### config.mk
export PLATFORM = sky130hd
export DESIGN_NAME = sts_config_regs
export DESIGN_NICKNAME = d
export VERILOG_FILES = /design/src/design/sts_config_regs.v /design/src/design/sts_serial_slave.v
export VERILOG_INCLUDE_DIRS = /design/src /design/src/design
export SDC_FILE = /design/constraint.sdc
export NUM_CORES = 1
export LEC_CHECK = 0
export ABC_CLOCK_PERIOD_IN_PS = 3300
export BUFFER_PORTS_ARGS = -buffer_cell sky130_fd_sc_hd__buf_2
export CAP_MARGIN = 25
export CORE_ASPECT_RATIO = 1.25
export CORE_MARGIN = 4
export CORE_UTILIZATION = 58
export CTS_BUF_LIST = sky130_fd_sc_hd__clkbuf_2
export CTS_CLUSTER_DIAMETER = 30
export DETAILED_ROUTE_END_ITERATION = 10
export PLACE_DENSITY = 0.83
export SLEW_MARGIN = 10
export SYNTH_ARGS = -nofsm -noshare
export SYNTH_HDL_FRONTEND = slang
export SYNTH_SLANG_ARGS = --single-unit
### constraint.sdc
create_clock -name clk_i -period 3.3 [get_ports clk_i]
set_input_delay 0.165 -clock clk_i [delete_from_list [all_inputs] [get_ports clk_i]]
set_output_delay 0.165 -clock clk_i [all_outputs]
set_load 0.05 [all_outputs]
### src/design/sts_defs.vh
/*
 Constants for the supervisor timing and configuration register bank:
 register offsets, writable bit masks, reset values, field positions,
 serial bus framing and the times that timing code 0 stands for.
 Assumes it is included by bare name from the design files.
*/
`ifndef STS_DEFS_VH
`define STS_DEFS_VH

// ==========================================================================
// Register offsets
`define STS_OFF_PRI_SD_DELAY 8'h08
`define STS_OFF_ON_SD_HOLD 8'h09
`define STS_OFF_OFF_SD_DELAY 8'h0a
`define STS_OFF_RST_HOLD 8'h0b
`define STS_OFF_WD_TIMEOUT 8'h0c
`define STS_OFF_RST_CFG 8'h0d
`define STS_OFF_SD_RAIL 8'h0e
`define STS_OFF_WD_MODE 8'h0f
`define STS_OFF_SPECIAL1 8'h16
`define STS_BANK_BASE 8'h08
`define STS_BANK_LAST 8'h0f

// ==========================================================================
// Writable bits of each register and the register reset value; every other bit is reserved
`define STS_MASK_TIMING 8'h07
`define STS_MASK_RST_CFG 8'h0f
`define STS_MASK_SD_RAIL 8'h08
`define STS_MASK_WD_MODE 8'h08
`define STS_MASK_SPECIAL1 8'h08
`define STS_REG_RESET 8'h00

// ==========================================================================
// Field positions
`define STS_RST_CFG_SD_NORST 0
`define STS_RST_CFG_POL_HIGH 1
`define STS_RST_CFG_V4_MASK 2
`define STS_RST_CFG_WD_FLOAT 3
`define STS_SD_RAIL_REG 3
`define STS_WD_MODE_ADV 3
`define STS_SPECIAL1_OVERRIDE 3

// ==========================================================================
// Serial bus framing
`define STS_DEV_ADDR 7'h2a
`define STS_BITS_PER_BYTE 4'h8

// ==========================================================================
// Time selected by code 0 of each timing field, in ms, and the clock rate in kHz
`define STS_PRI_SD_DELAY_MS 1200
`define STS_ON_SD_HOLD_MS 10
`define STS_OFF_SD_DELAY_MS 100
`define STS_RST_HOLD_MS 200
`define STS_WD_TIMEOUT_MS 1500
`define STS_CLK_KHZ 20000

`endif

### src/design/sts_config_regs.v
/*
 Timing and configuration register bank of the voltage supervisor, at
 offsets 0x08 to 0x0f, plus the override bit of 0x16, reached over the
 I2C-compatible serial pins. Holds the written values, chooses between
 them and the permanent (one-time programmed) image, and applies the
 reset configuration to the reset output.
 Assumes the fuse image, the monitor comparators and the timers sit
 outside; the timers take the selected codes from this block.
*/
// How it works
// - Bits 2:0 at 0x08 pick the primary monitor fault shutdown delay, code 0 being 1200 ms.
// - Bits 2:0 at 0x09 pick the shutdown hold after the second monitor turns on, code 0 being 10 ms.
// - Bits 2:0 at 0x0a pick the shutdown delay after the second monitor turns off, code 0 being 100 ms.
// - Bits 2:0 at 0x0b pick how long reset stays asserted after its cause clears, code 0 being 200 ms.
// - Bits 2:0 at 0x0c pick the watchdog timeout, code 0 being 1500 ms.
// - Bit 0 at 0x0d clear makes shutdown also assert reset, set stops shutdown alone from doing so.
// - Bit 1 at 0x0d sets reset polarity, 0 active low and 1 active high.
// - Bit 2 at 0x0d clear lets the fourth monitor under threshold cause reset, set blocks it.
// - Bit 3 at 0x0d set lets a floating watchdog input cause reset, clear does not.
// - Bit 3 at 0x0e picks the shutdown rail, 0 the primary monitor input and 1 the regulator rail.
// - The host writes and reads these registers over the serial interface.
// - With bit 3 at 0x16 set, written values override the permanent settings.
`timescale 1ns/10ps
`include "sts_defs.vh"

module sts_config_regs (
  // Clock and reset
  input wire clk_i,
  input wire rst_i,
  // Serial pins
  input wire scl_i,
  input wire sda_i,
  output wire sda_o,
  output wire sda_oe_o,
  // Permanent settings, byte n for offset 0x08 + n
  input wire otp_programmed_i,
  input wire [63:0] otp_image_i,
  // Reset causes
  input wire shutdown_active_i,
  input wire fourth_monitor_under_i,
  input wire watchdog_input_float_i,
  input wire other_reset_cause_i,
  // Selected timing codes
  output reg [2:0] primary_fault_shutdown_delay_time_o,
  output reg [2:0] turn_on_shutdown_hold_time_o,
  output reg [2:0] turn_off_shutdown_delay_time_o,
  output reg [2:0] reset_hold_time_o,
  output reg [2:0] watchdog_timeout_time_o,
  // Configuration and reset output
  output reg shutdown_rail_regulator_o,
  output reg watchdog_advanced_o,
  output reg reset_request_o,
  output reg reset_pin_o
);

  // ========================================================================
  // Storage
  reg [7:0] bank_q [0:7];
  reg override_q;
  wire [7:0] ptr_w;
  wire wr_stb_w;
  wire [7:0] wr_addr_w;
  wire [7:0] wr_data_w;
  reg [7:0] rd_data;
  wire [2:0] widx_w;
  wire use_otp_w;
  integer i;

  assign widx_w = wr_addr_w[2:0];
  // Without fuses the written bank is in force from power-up
  assign use_otp_w = otp_programmed_i & ~override_q;

  // Writable bits per bank slot
  // Slots 0 to 4 hold the three-bit timing codes
  function [7:0] bank_mask;
    input [2:0] idx;
    begin
      case (idx)
        3'h5: bank_mask = `STS_MASK_RST_CFG;
        3'h6: bank_mask = `STS_MASK_SD_RAIL;
        3'h7: bank_mask = `STS_MASK_WD_MODE;
        default: bank_mask = `STS_MASK_TIMING;
      endcase
    end
  endfunction

  // Value in force: fuse image unless overridden or never programmed
  function [7:0] eff_val;
    input [2:0] idx;
    input sel_otp;
    input [7:0] written;
    input [63:0] image;
    begin
      if (sel_otp) begin
        eff_val = image[idx*8 +: 8] & bank_mask(idx);
      end else begin
        eff_val = written;
      end
    end
  endfunction

  // ========================================================================
  // Serial interface
  sts_serial_slave u_slave (
    .clk_i(clk_i),
    .rst_i(rst_i),
    .scl_i(scl_i),
    .sda_i(sda_i),
    .sda_o(sda_o),
    .sda_oe_o(sda_oe_o),
    .ptr_o(ptr_w),
    .rd_data_i(rd_data),
    .wr_stb_o(wr_stb_w),
    .wr_addr_o(wr_addr_w),
    .wr_data_o(wr_data_w)
  );

  // ========================================================================
  // Register writes
  always @(posedge clk_i or posedge rst_i) begin
    if (rst_i) begin
      for (i = 0; i < 8; i = i + 1) begin
        bank_q[i] <= `STS_REG_RESET;
      end
      override_q <= 1'b0;
    end else if (wr_stb_w) begin
      // Writes land even under fuse selection, so a later override
      // takes effect at once
      if (wr_addr_w >= `STS_BANK_BASE && wr_addr_w <= `STS_BANK_LAST) begin
        bank_q[widx_w] <= wr_data_w & bank_mask(widx_w);
      end else if (wr_addr_w == `STS_OFF_SPECIAL1) begin
        // Only the override bit of 0x16 is kept here
        override_q <= wr_data_w[`STS_SPECIAL1_OVERRIDE];
      end
    end
  end

  // ========================================================================
  // Values in force
  wire [7:0] v_pri_w;
  wire [7:0] v_on_w;
  wire [7:0] v_off_w;
  wire [7:0] v_rh_w;
  wire [7:0] v_wd_w;
  wire [7:0] v_cfg_w;
  wire [7:0] v_rail_w;
  wire [7:0] v_mode_w;
  wire cause_w;

  assign v_pri_w = eff_val(3'h0, use_otp_w, bank_q[0], otp_image_i);
  assign v_on_w = eff_val(3'h1, use_otp_w, bank_q[1], otp_image_i);
  assign v_off_w = eff_val(3'h2, use_otp_w, bank_q[2], otp_image_i);
  assign v_rh_w = eff_val(3'h3, use_otp_w, bank_q[3], otp_image_i);
  assign v_wd_w = eff_val(3'h4, use_otp_w, bank_q[4], otp_image_i);
  assign v_cfg_w = eff_val(3'h5, use_otp_w, bank_q[5], otp_image_i);
  assign v_rail_w = eff_val(3'h6, use_otp_w, bank_q[6], otp_image_i);
  assign v_mode_w = eff_val(3'h7, use_otp_w, bank_q[7], otp_image_i);

  // ========================================================================
  // Register reads show the value in force, so the host sees what the
  // timers really use; unmapped offsets answer 0x00
  always @* begin
    rd_data = 8'h00;
    case (ptr_w)
      `STS_OFF_PRI_SD_DELAY: rd_data = v_pri_w;
      `STS_OFF_ON_SD_HOLD: rd_data = v_on_w;
      `STS_OFF_OFF_SD_DELAY: rd_data = v_off_w;
      `STS_OFF_RST_HOLD: rd_data = v_rh_w;
      `STS_OFF_WD_TIMEOUT: rd_data = v_wd_w;
      `STS_OFF_RST_CFG: rd_data = v_cfg_w;
      `STS_OFF_SD_RAIL: rd_data = v_rail_w;
      `STS_OFF_WD_MODE: rd_data = v_mode_w;
      `STS_OFF_SPECIAL1: rd_data = {4'h0, override_q, 3'h0};
      default: rd_data = 8'h00;
    endcase
  end

  // Causes are gated here; hold time stretching belongs to the timer
  assign cause_w =
    (shutdown_active_i & ~v_cfg_w[`STS_RST_CFG_SD_NORST]) |
    (fourth_monitor_under_i & ~v_cfg_w[`STS_RST_CFG_V4_MASK]) |
    (watchdog_input_float_i & v_cfg_w[`STS_RST_CFG_WD_FLOAT]) |
    other_reset_cause_i;

  // ========================================================================
  // Registered outputs
  always @(posedge clk_i or posedge rst_i) begin
    if (rst_i) begin
      primary_fault_shutdown_delay_time_o <= 3'h0;
      turn_on_shutdown_hold_time_o <= 3'h0;
      turn_off_shutdown_delay_time_o <= 3'h0;
      reset_hold_time_o <= 3'h0;
      watchdog_timeout_time_o <= 3'h0;
      shutdown_rail_regulator_o <= 1'b0;
      watchdog_advanced_o <= 1'b0;
    end else begin
      primary_fault_shutdown_delay_time_o <= v_pri_w[2:0];
      turn_on_shutdown_hold_time_o <= v_on_w[2:0];
      turn_off_shutdown_delay_time_o <= v_off_w[2:0];
      reset_hold_time_o <= v_rh_w[2:0];
      watchdog_timeout_time_o <= v_wd_w[2:0];
      shutdown_rail_regulator_o <= v_rail_w[`STS_SD_RAIL_REG];
      watchdog_advanced_o <= v_mode_w[`STS_WD_MODE_ADV];
    end
  end

  // ========================================================================
  // Reset output
  always @(posedge clk_i or posedge rst_i) begin
    if (rst_i) begin
      reset_request_o <= 1'b0;
      // Reset default polarity is active low, so idle is high
      reset_pin_o <= 1'b1;
    end else begin
      // Request stays active high whatever the pin polarity
      reset_request_o <= cause_w;
      reset_pin_o <= v_cfg_w[`STS_RST_CFG_POL_HIGH] ? cause_w
                                                     : ~cause_w;
    end
  end

endmodule // sts_config_regs

### src/design/sts_serial_slave.v
/*
 Byte-level slave of the I2C-compatible serial interface. Decodes START
 and STOP, matches the device address, keeps the register pointer with
 auto-increment and hands each written byte out as a one-cycle strobe.
 Assumes scl_i and sda_i are already synchronous to clk_i and that the
 bus wire is resolved outside from sda_oe_o (open drain, low only).
*/
`timescale 1ns/10ps
`include "sts_defs.vh"

module sts_serial_slave (
  // Clock and reset
  input wire clk_i,
  input wire rst_i,
  // Serial pins
  input wire scl_i,
  input wire sda_i,
  output wire sda_o,
  output wire sda_oe_o,
  // Register side
  output reg [7:0] ptr_o,
  input wire [7:0] rd_data_i,
  output reg wr_stb_o,
  output reg [7:0] wr_addr_o,
  output reg [7:0] wr_data_o
);

  // ========================================================================
  // States
  localparam [8:0] S_IDLE = 9'h001;
  localparam [8:0] S_ADDR = 9'h002;
  localparam [8:0] S_ACKA = 9'h004;
  localparam [8:0] S_PTR = 9'h008;
  localparam [8:0] S_ACKP = 9'h010;
  localparam [8:0] S_WDAT = 9'h020;
  localparam [8:0] S_ACKW = 9'h040;
  localparam [8:0] S_RDAT = 9'h080;
  localparam [8:0] S_RACK = 9'h100;

  reg [8:0] st_q;
  reg scl_q;
  reg sda_q;
  reg [7:0] sh_q;
  reg [3:0] cnt_q;
  reg rnw_q;
  reg oe_q;
  wire start_w;
  wire stop_w;
  wire rise_w;
  wire fall_w;

  assign start_w = scl_i & scl_q & sda_q & ~sda_i;
  assign stop_w = scl_i & scl_q & ~sda_q & sda_i;
  assign rise_w = scl_i & ~scl_q;
  assign fall_w = ~scl_i & scl_q;
  // Open drain: only ever pulls low
  assign sda_o = 1'b0;
  assign sda_oe_o = oe_q;

  // ========================================================================
  // Byte engine
  always @(posedge clk_i or posedge rst_i) begin
    if (rst_i) begin
      st_q <= S_IDLE;
      scl_q <= 1'b1;
      sda_q <= 1'b1;
      sh_q <= 8'h00;
      cnt_q <= 4'h0;
      rnw_q <= 1'b0;
      oe_q <= 1'b0;
      ptr_o <= 8'h00;
      wr_stb_o <= 1'b0;
      wr_addr_o <= 8'h00;
      wr_data_o <= 8'h00;
    end else begin
      scl_q <= scl_i;
      sda_q <= sda_i;
      wr_stb_o <= 1'b0;
      if (stop_w) begin
        st_q <= S_IDLE;
        oe_q <= 1'b0;
      end else if (start_w) begin
        // Repeated START keeps the pointer for a following read
        st_q <= S_ADDR;
        cnt_q <= 4'h0;
        oe_q <= 1'b0;
      end else begin
        case (st_q)
          S_IDLE: begin
            oe_q <= 1'b0;
          end
          S_ADDR, S_PTR, S_WDAT: begin
            if (rise_w) begin
              sh_q <= {sh_q[6:0], sda_i};
              cnt_q <= cnt_q + 4'h1;
            end else if (fall_w && cnt_q == `STS_BITS_PER_BYTE) begin
              cnt_q <= 4'h0;
              oe_q <= 1'b1;
              if (st_q == S_ADDR) begin
                if (sh_q[7:1] == `STS_DEV_ADDR) begin
                  rnw_q <= sh_q[0];
                  st_q <= S_ACKA;
                end else begin
                  // Not addressed: stay off the bus until the next START
                  oe_q <= 1'b0;
                  st_q <= S_IDLE;
                end
              end else if (st_q == S_PTR) begin
                ptr_o <= sh_q;
                st_q <= S_ACKP;
              end else begin
                wr_stb_o <= 1'b1;
                wr_addr_o <= ptr_o;
                wr_data_o <= sh_q;
                ptr_o <= ptr_o + 8'h01;
                st_q <= S_ACKW;
              end
            end
          end
          S_ACKA: begin
            if (fall_w) begin
              if (rnw_q) begin
                sh_q <= rd_data_i;
                oe_q <= ~rd_data_i[7];
                st_q <= S_RDAT;
              end else begin
                oe_q <= 1'b0;
                st_q <= S_PTR;
              end
            end
          end
          S_ACKP, S_ACKW: begin
            if (fall_w) begin
              oe_q <= 1'b0;
              st_q <= S_WDAT;
            end
          end
          S_RDAT: begin
            if (fall_w) begin
              if (cnt_q == `STS_BITS_PER_BYTE - 4'h1) begin
                cnt_q <= 4'h0;
                oe_q <= 1'b0;
                ptr_o <= ptr_o + 8'h01;
                st_q <= S_RACK;
              end else begin
                cnt_q <= cnt_q + 4'h1;
                sh_q <= {sh_q[6:0], 1'b0};
                oe_q <= ~sh_q[6];
              end
            end
          end
          S_RACK: begin
            if (rise_w && sda_i) begin
              // Master NACK ends the read
              st_q <= S_IDLE;
            end else if (fall_w) begin
              sh_q <= rd_data_i;
              oe_q <= ~rd_data_i[7];
              st_q <= S_RDAT;
            end
          end
          default: begin
            st_q <= S_IDLE;
            oe_q <= 1'b0;
          end
        endcase
      end
    end
  end

endmodule // sts_serial_slave
==> key figures <==
Outcome
  • Status: finished, final reports clean

Pwr
  • Sequential power share: 47.5%
  • Sw Share: a little over a third
  • Pleak: ~0.0028 uW
  • Overall power: 3200 uW
  • Clock share of power: 23.0%
  • P_sw: roughly 1200 uW
  • Combinational share of power: 29.5%
  • VDD IR max: between 0.0003 and 0.0004 V
  • Pwr/cell area: 543 nW/um^2
  • Internal power: around 2000 uW

Worst setup path
  • Crit path launch type: flop
  • Cell family with most CP delay: buffers and inverters
  • Worst setup EP type: flop
  • Crit-path slowest cell: dlygate4sd3_1
  • Crit path kind: reg2reg
  • CP peak stage delay: 0.61 ns
  • R2R setup slack: between 0.4 and 0.5 ns
  • Most used cell, CP: dlygate4sd3_1
  • Crit path DAT: between 3 and 4 ns
  • Data required, critical path: 3.81 ns
  • CP cell instances: nor2b_2 -> buf_4 -> mux2i_1 -> a21oi_1 -> dlygate4sd3_1 -> o211ai_1 -> dlygate4sd3_1 -> xor2_1
  • Critical-path maximum fanout: 23
  • Buf+Inv Stages, Crit Path: 3

Route
  • 1st-iter DRT viols: roughly 280
  • Drt first pass iters: 5
  • DR WL/cell: between 15 and 20 microns
  • Vias: 4167
  • DRC: 0
  • Final wirelength: 13000 microns
  • Antenna-violating nets left: 0
  • Vias per Instance: 6.08

Synth
  • Sequential area share after synthesis: a little under half
  • EDFF count, synth: 0
  • Main combinational cell family by area after synthesis: simple AND/OR/NAND/NOR gates
  • Mapped Area: 5180 sq um
  • Mapped Cells: between 400 and 500
  • Post-synthesis area per instance: 10.5 sq um
  • Mapped Nets: roughly 570
  • Number of distinct library cells after synthesis: 68
  • Flops & latches, synth: slightly below 100
  • Compound-gate portion of the synthesized area: a little over an eighth
  • Simple-gate area share of the yosys netlist: about a fifth
  • Synth async-reset ratio: between 90% and 100%
  • Primary FF master, synth: dfrtp_1
  • XOR/XNOR Fraction of Synth Area: roughly 1.4%
  • Post-synthesis adder-cell area fraction: under 10%
  • Synth Warn #: 0
  • Mux contribution to synthesized area: a little over an eighth

Finish
  • # diodes: 0
  • Share of cells above drive strength 1: 23.9%
  • Layout Nets: between 600 and 700
  • Fillers: between 600 and 700
  • Non-filler cells, final: a little under 700
  • P&R area growth vs syn: 13.8%

Timing
  • WHS: approximately 0.09 ns
  • Slew @ Worst Pin: about 0.83 ns
  • Max Slew Vio Count: 0
  • Post-Route Setup TNS: 0 ns
  • Period utilization: 85.7%
  • FMAX: 0.354 GHz
  • Setup Viol. Count Final: 0
  • Post-Route Skew: about 0.034 ns
  • Unrepaired setup endpoints after global routing: no
  • Max-slew headroom: 44.0%
  • Final hold vios: 0
  • Post-route minimum period: approximately 2.8 ns

Clock network
  • Clock latency on the worst-skew pair: about 0.57 ns
  • CTS root buf: clkbuf_2
  • CTS max path bufs: 2
  • CTS buffer count: 9
  • Clk slew on worst S/H paths: 0.25 ns
  • CTS tree: built
  • Clk sinks: a little under 100
  • H-tree depth: 3
  • Resized Gates After CTS: 0

Placed design
  • GP Congestion: 0.977
  • Detailed Place HPWL: ~8800 microns
  • Dpl cells: 645
  • IO buf count: between 40 and 50

GRT
  • Initial antenna violation count: 0
  • Tot GR Track Use: between 20% and 30%
  • M2 GR Usage: between 40% and 50%
  • First-pass GRT wire length: roughly 21000 microns
  • Met1 GRT Util: between 30% and 40%
  • Most used routing layer in global routing: met2
  • Largest net degree at the start of global routing: just over 60
  • GRT overflow: 0
  • Vias in the first global route: about 4300
  • Met3 Resource Use GR: between 3 and 4%

Floorplan
  • DIE AREA: 10500 sq um
  • I/O Pins: 94
  • Starting Density: between 50% and 60%
  • FP Rows: 38
  • Die Ht: 114 microns
  • Core Region: 8700 sq um
  • Die width: just over 90 microns

Min path
  • Min-Delay Path Class: in2reg

Run
  • Max_cap viols: 0
## timing repair
item,CTS,global route
endpoints found under the hold margin,78,0
buffers inserted,0,0
hold buffers,24,0
## registers in the layout (all words and copies together) (netlist names), 4 cells and up
name               count
bank_q                32
u_slave.st_q           9
u_slave.ptr_o          8
u_slave.sh_q           8
u_slave.wr_addr_o      8
u_slave.cnt_q          4
u_slave.wr_data_o      4
## power by group through the flow
stage	Combinational (uW)	Sequential, uW	Clock (uW)
after floorplan	680	1520	0
after global placement	871	1530	0
after detailed placement	904	1530	0
after CTS	930	1510	749
after global routing	1040	1540	787
final	945	1520	735
## worst register-to-register path, delay by kind of cell (launching register included)
family | cells | cell delay, ns
buf+inv | 3 | 1.51
flops | 1 | 0.45
mux | 1 | 0.34
compound gates | 2 | 0.20
xor+xnor | 1 | 0.17
simple gates | 1 | 0.13
## placed cells by master (no fill, tap or decap), types with 10 or more instances in the layout
| cell | n |
|---|---|
| mux2i_1 | 12 |
| dfrtp_1 | 94 |
| a21oi_1 | 24 |
| nor3_1 | 13 |
| dlygate4sd3_1 | 24 |
| inv_1 | 15 |
| mux2_2 | 42 |
| nand3_1 | 24 |
| nor2_1 | 27 |
| o21ai_0 | 14 |
| buf_2 | 49 |
| nor2b_1 | 10 |
| nand2_1 | 35 |
## layer usage
layer  vias up  part of all wire (%)
li1       1932                     -
met4         0                   3.3
met1      2068                    40
met2       136                    53
met5         -                     0
met3        31                   4.0
## metrics by stage
step                setup WS (ns)  instance area (sq um)  utilization, %
floorplan                   0.580                   5180               -
global placement            0.781                   5490            63.1
detailed placement          0.751                   5490            63.1
CTS                         0.525                   5890            67.7
global route                0.302                   5890            67.7
finish                      0.472                   5890            67.7
## synthesized netlist by cell type (all sizes together) (3+ instances only)
master | number | area, sq um
o22a | 3 | 26.3
nor3b | 3 | 22.5
nor3 | 14 | 75.1
o22ai | 6 | 37.5
buf | 15 | 103
and3 | 6 | 37.5
nand3b | 5 | 37.5
and4b | 3 | 30.0
dfrtp | 94 | 2350
a31oi | 5 | 31.3
o211ai | 5 | 37.5
inv | 16 | 60.1
or4 | 3 | 30.0
nand2 | 35 | 131
o21bai | 3 | 22.5
ha | 6 | 75.1
and2 | 9 | 56.3
nand4 | 5 | 31.3
a22o | 6 | 52.6
mux2 | 51 | 574
nor2b | 11 | 68.8
dfstp | 4 | 105
clkbuf | 12 | 45.0
and3b | 3 | 26.3
nor4 | 8 | 62.6
xnor2 | 3 | 26.3
nand3 | 24 | 120
mux2i | 12 | 120
xor2 | 5 | 43.8
a21oi | 24 | 120
o21ai | 21 | 105
or3b | 4 | 35.0
nor2 | 28 | 108
nand2b | 5 | 31.3
a22oi | 5 | 37.5
## cells by family after synthesis
family | after synthesis
multiplexers | 63
AND/OR/NAND/NOR | 175
buffers and inverters | 43
XOR/XNOR | 8
AO/OA/AOI/OAI | 101
flip-flops | 98
adder cells (fa/ha/maj) | 6
other | 1
## path summary, 6_finish.rpt
kind,start,end,cells after the start
min in group asynchronous,rst_i,u_slave.st_q[1],3
max in group asynchronous,rst_i,reset_pin_o,4
hold / removal,otp_programmed_i,u_slave.sh_q[3],4
hold reg to reg,bank_q[1],bank_q[1],1
setup reg to reg,override_q,reset_pin_o,8
setup / recovery,override_q,reset_pin_o,8
## final cells by class
type | count | area, sq um | area share [%]
multi-input combinational | 354 | 2520 | 42.7
inverter | 16 | 62.6 | 1.06
clock inverter | 7 | 116 | 1.97
clock buffer | 9 | 45.0 | 0.764
tap | 120 | 150 | 2.55
sequential | 98 | 2460 | 41.7
timing repair buffer | 81 | 546 | 9.25
(Power assumes the default switching activity.)
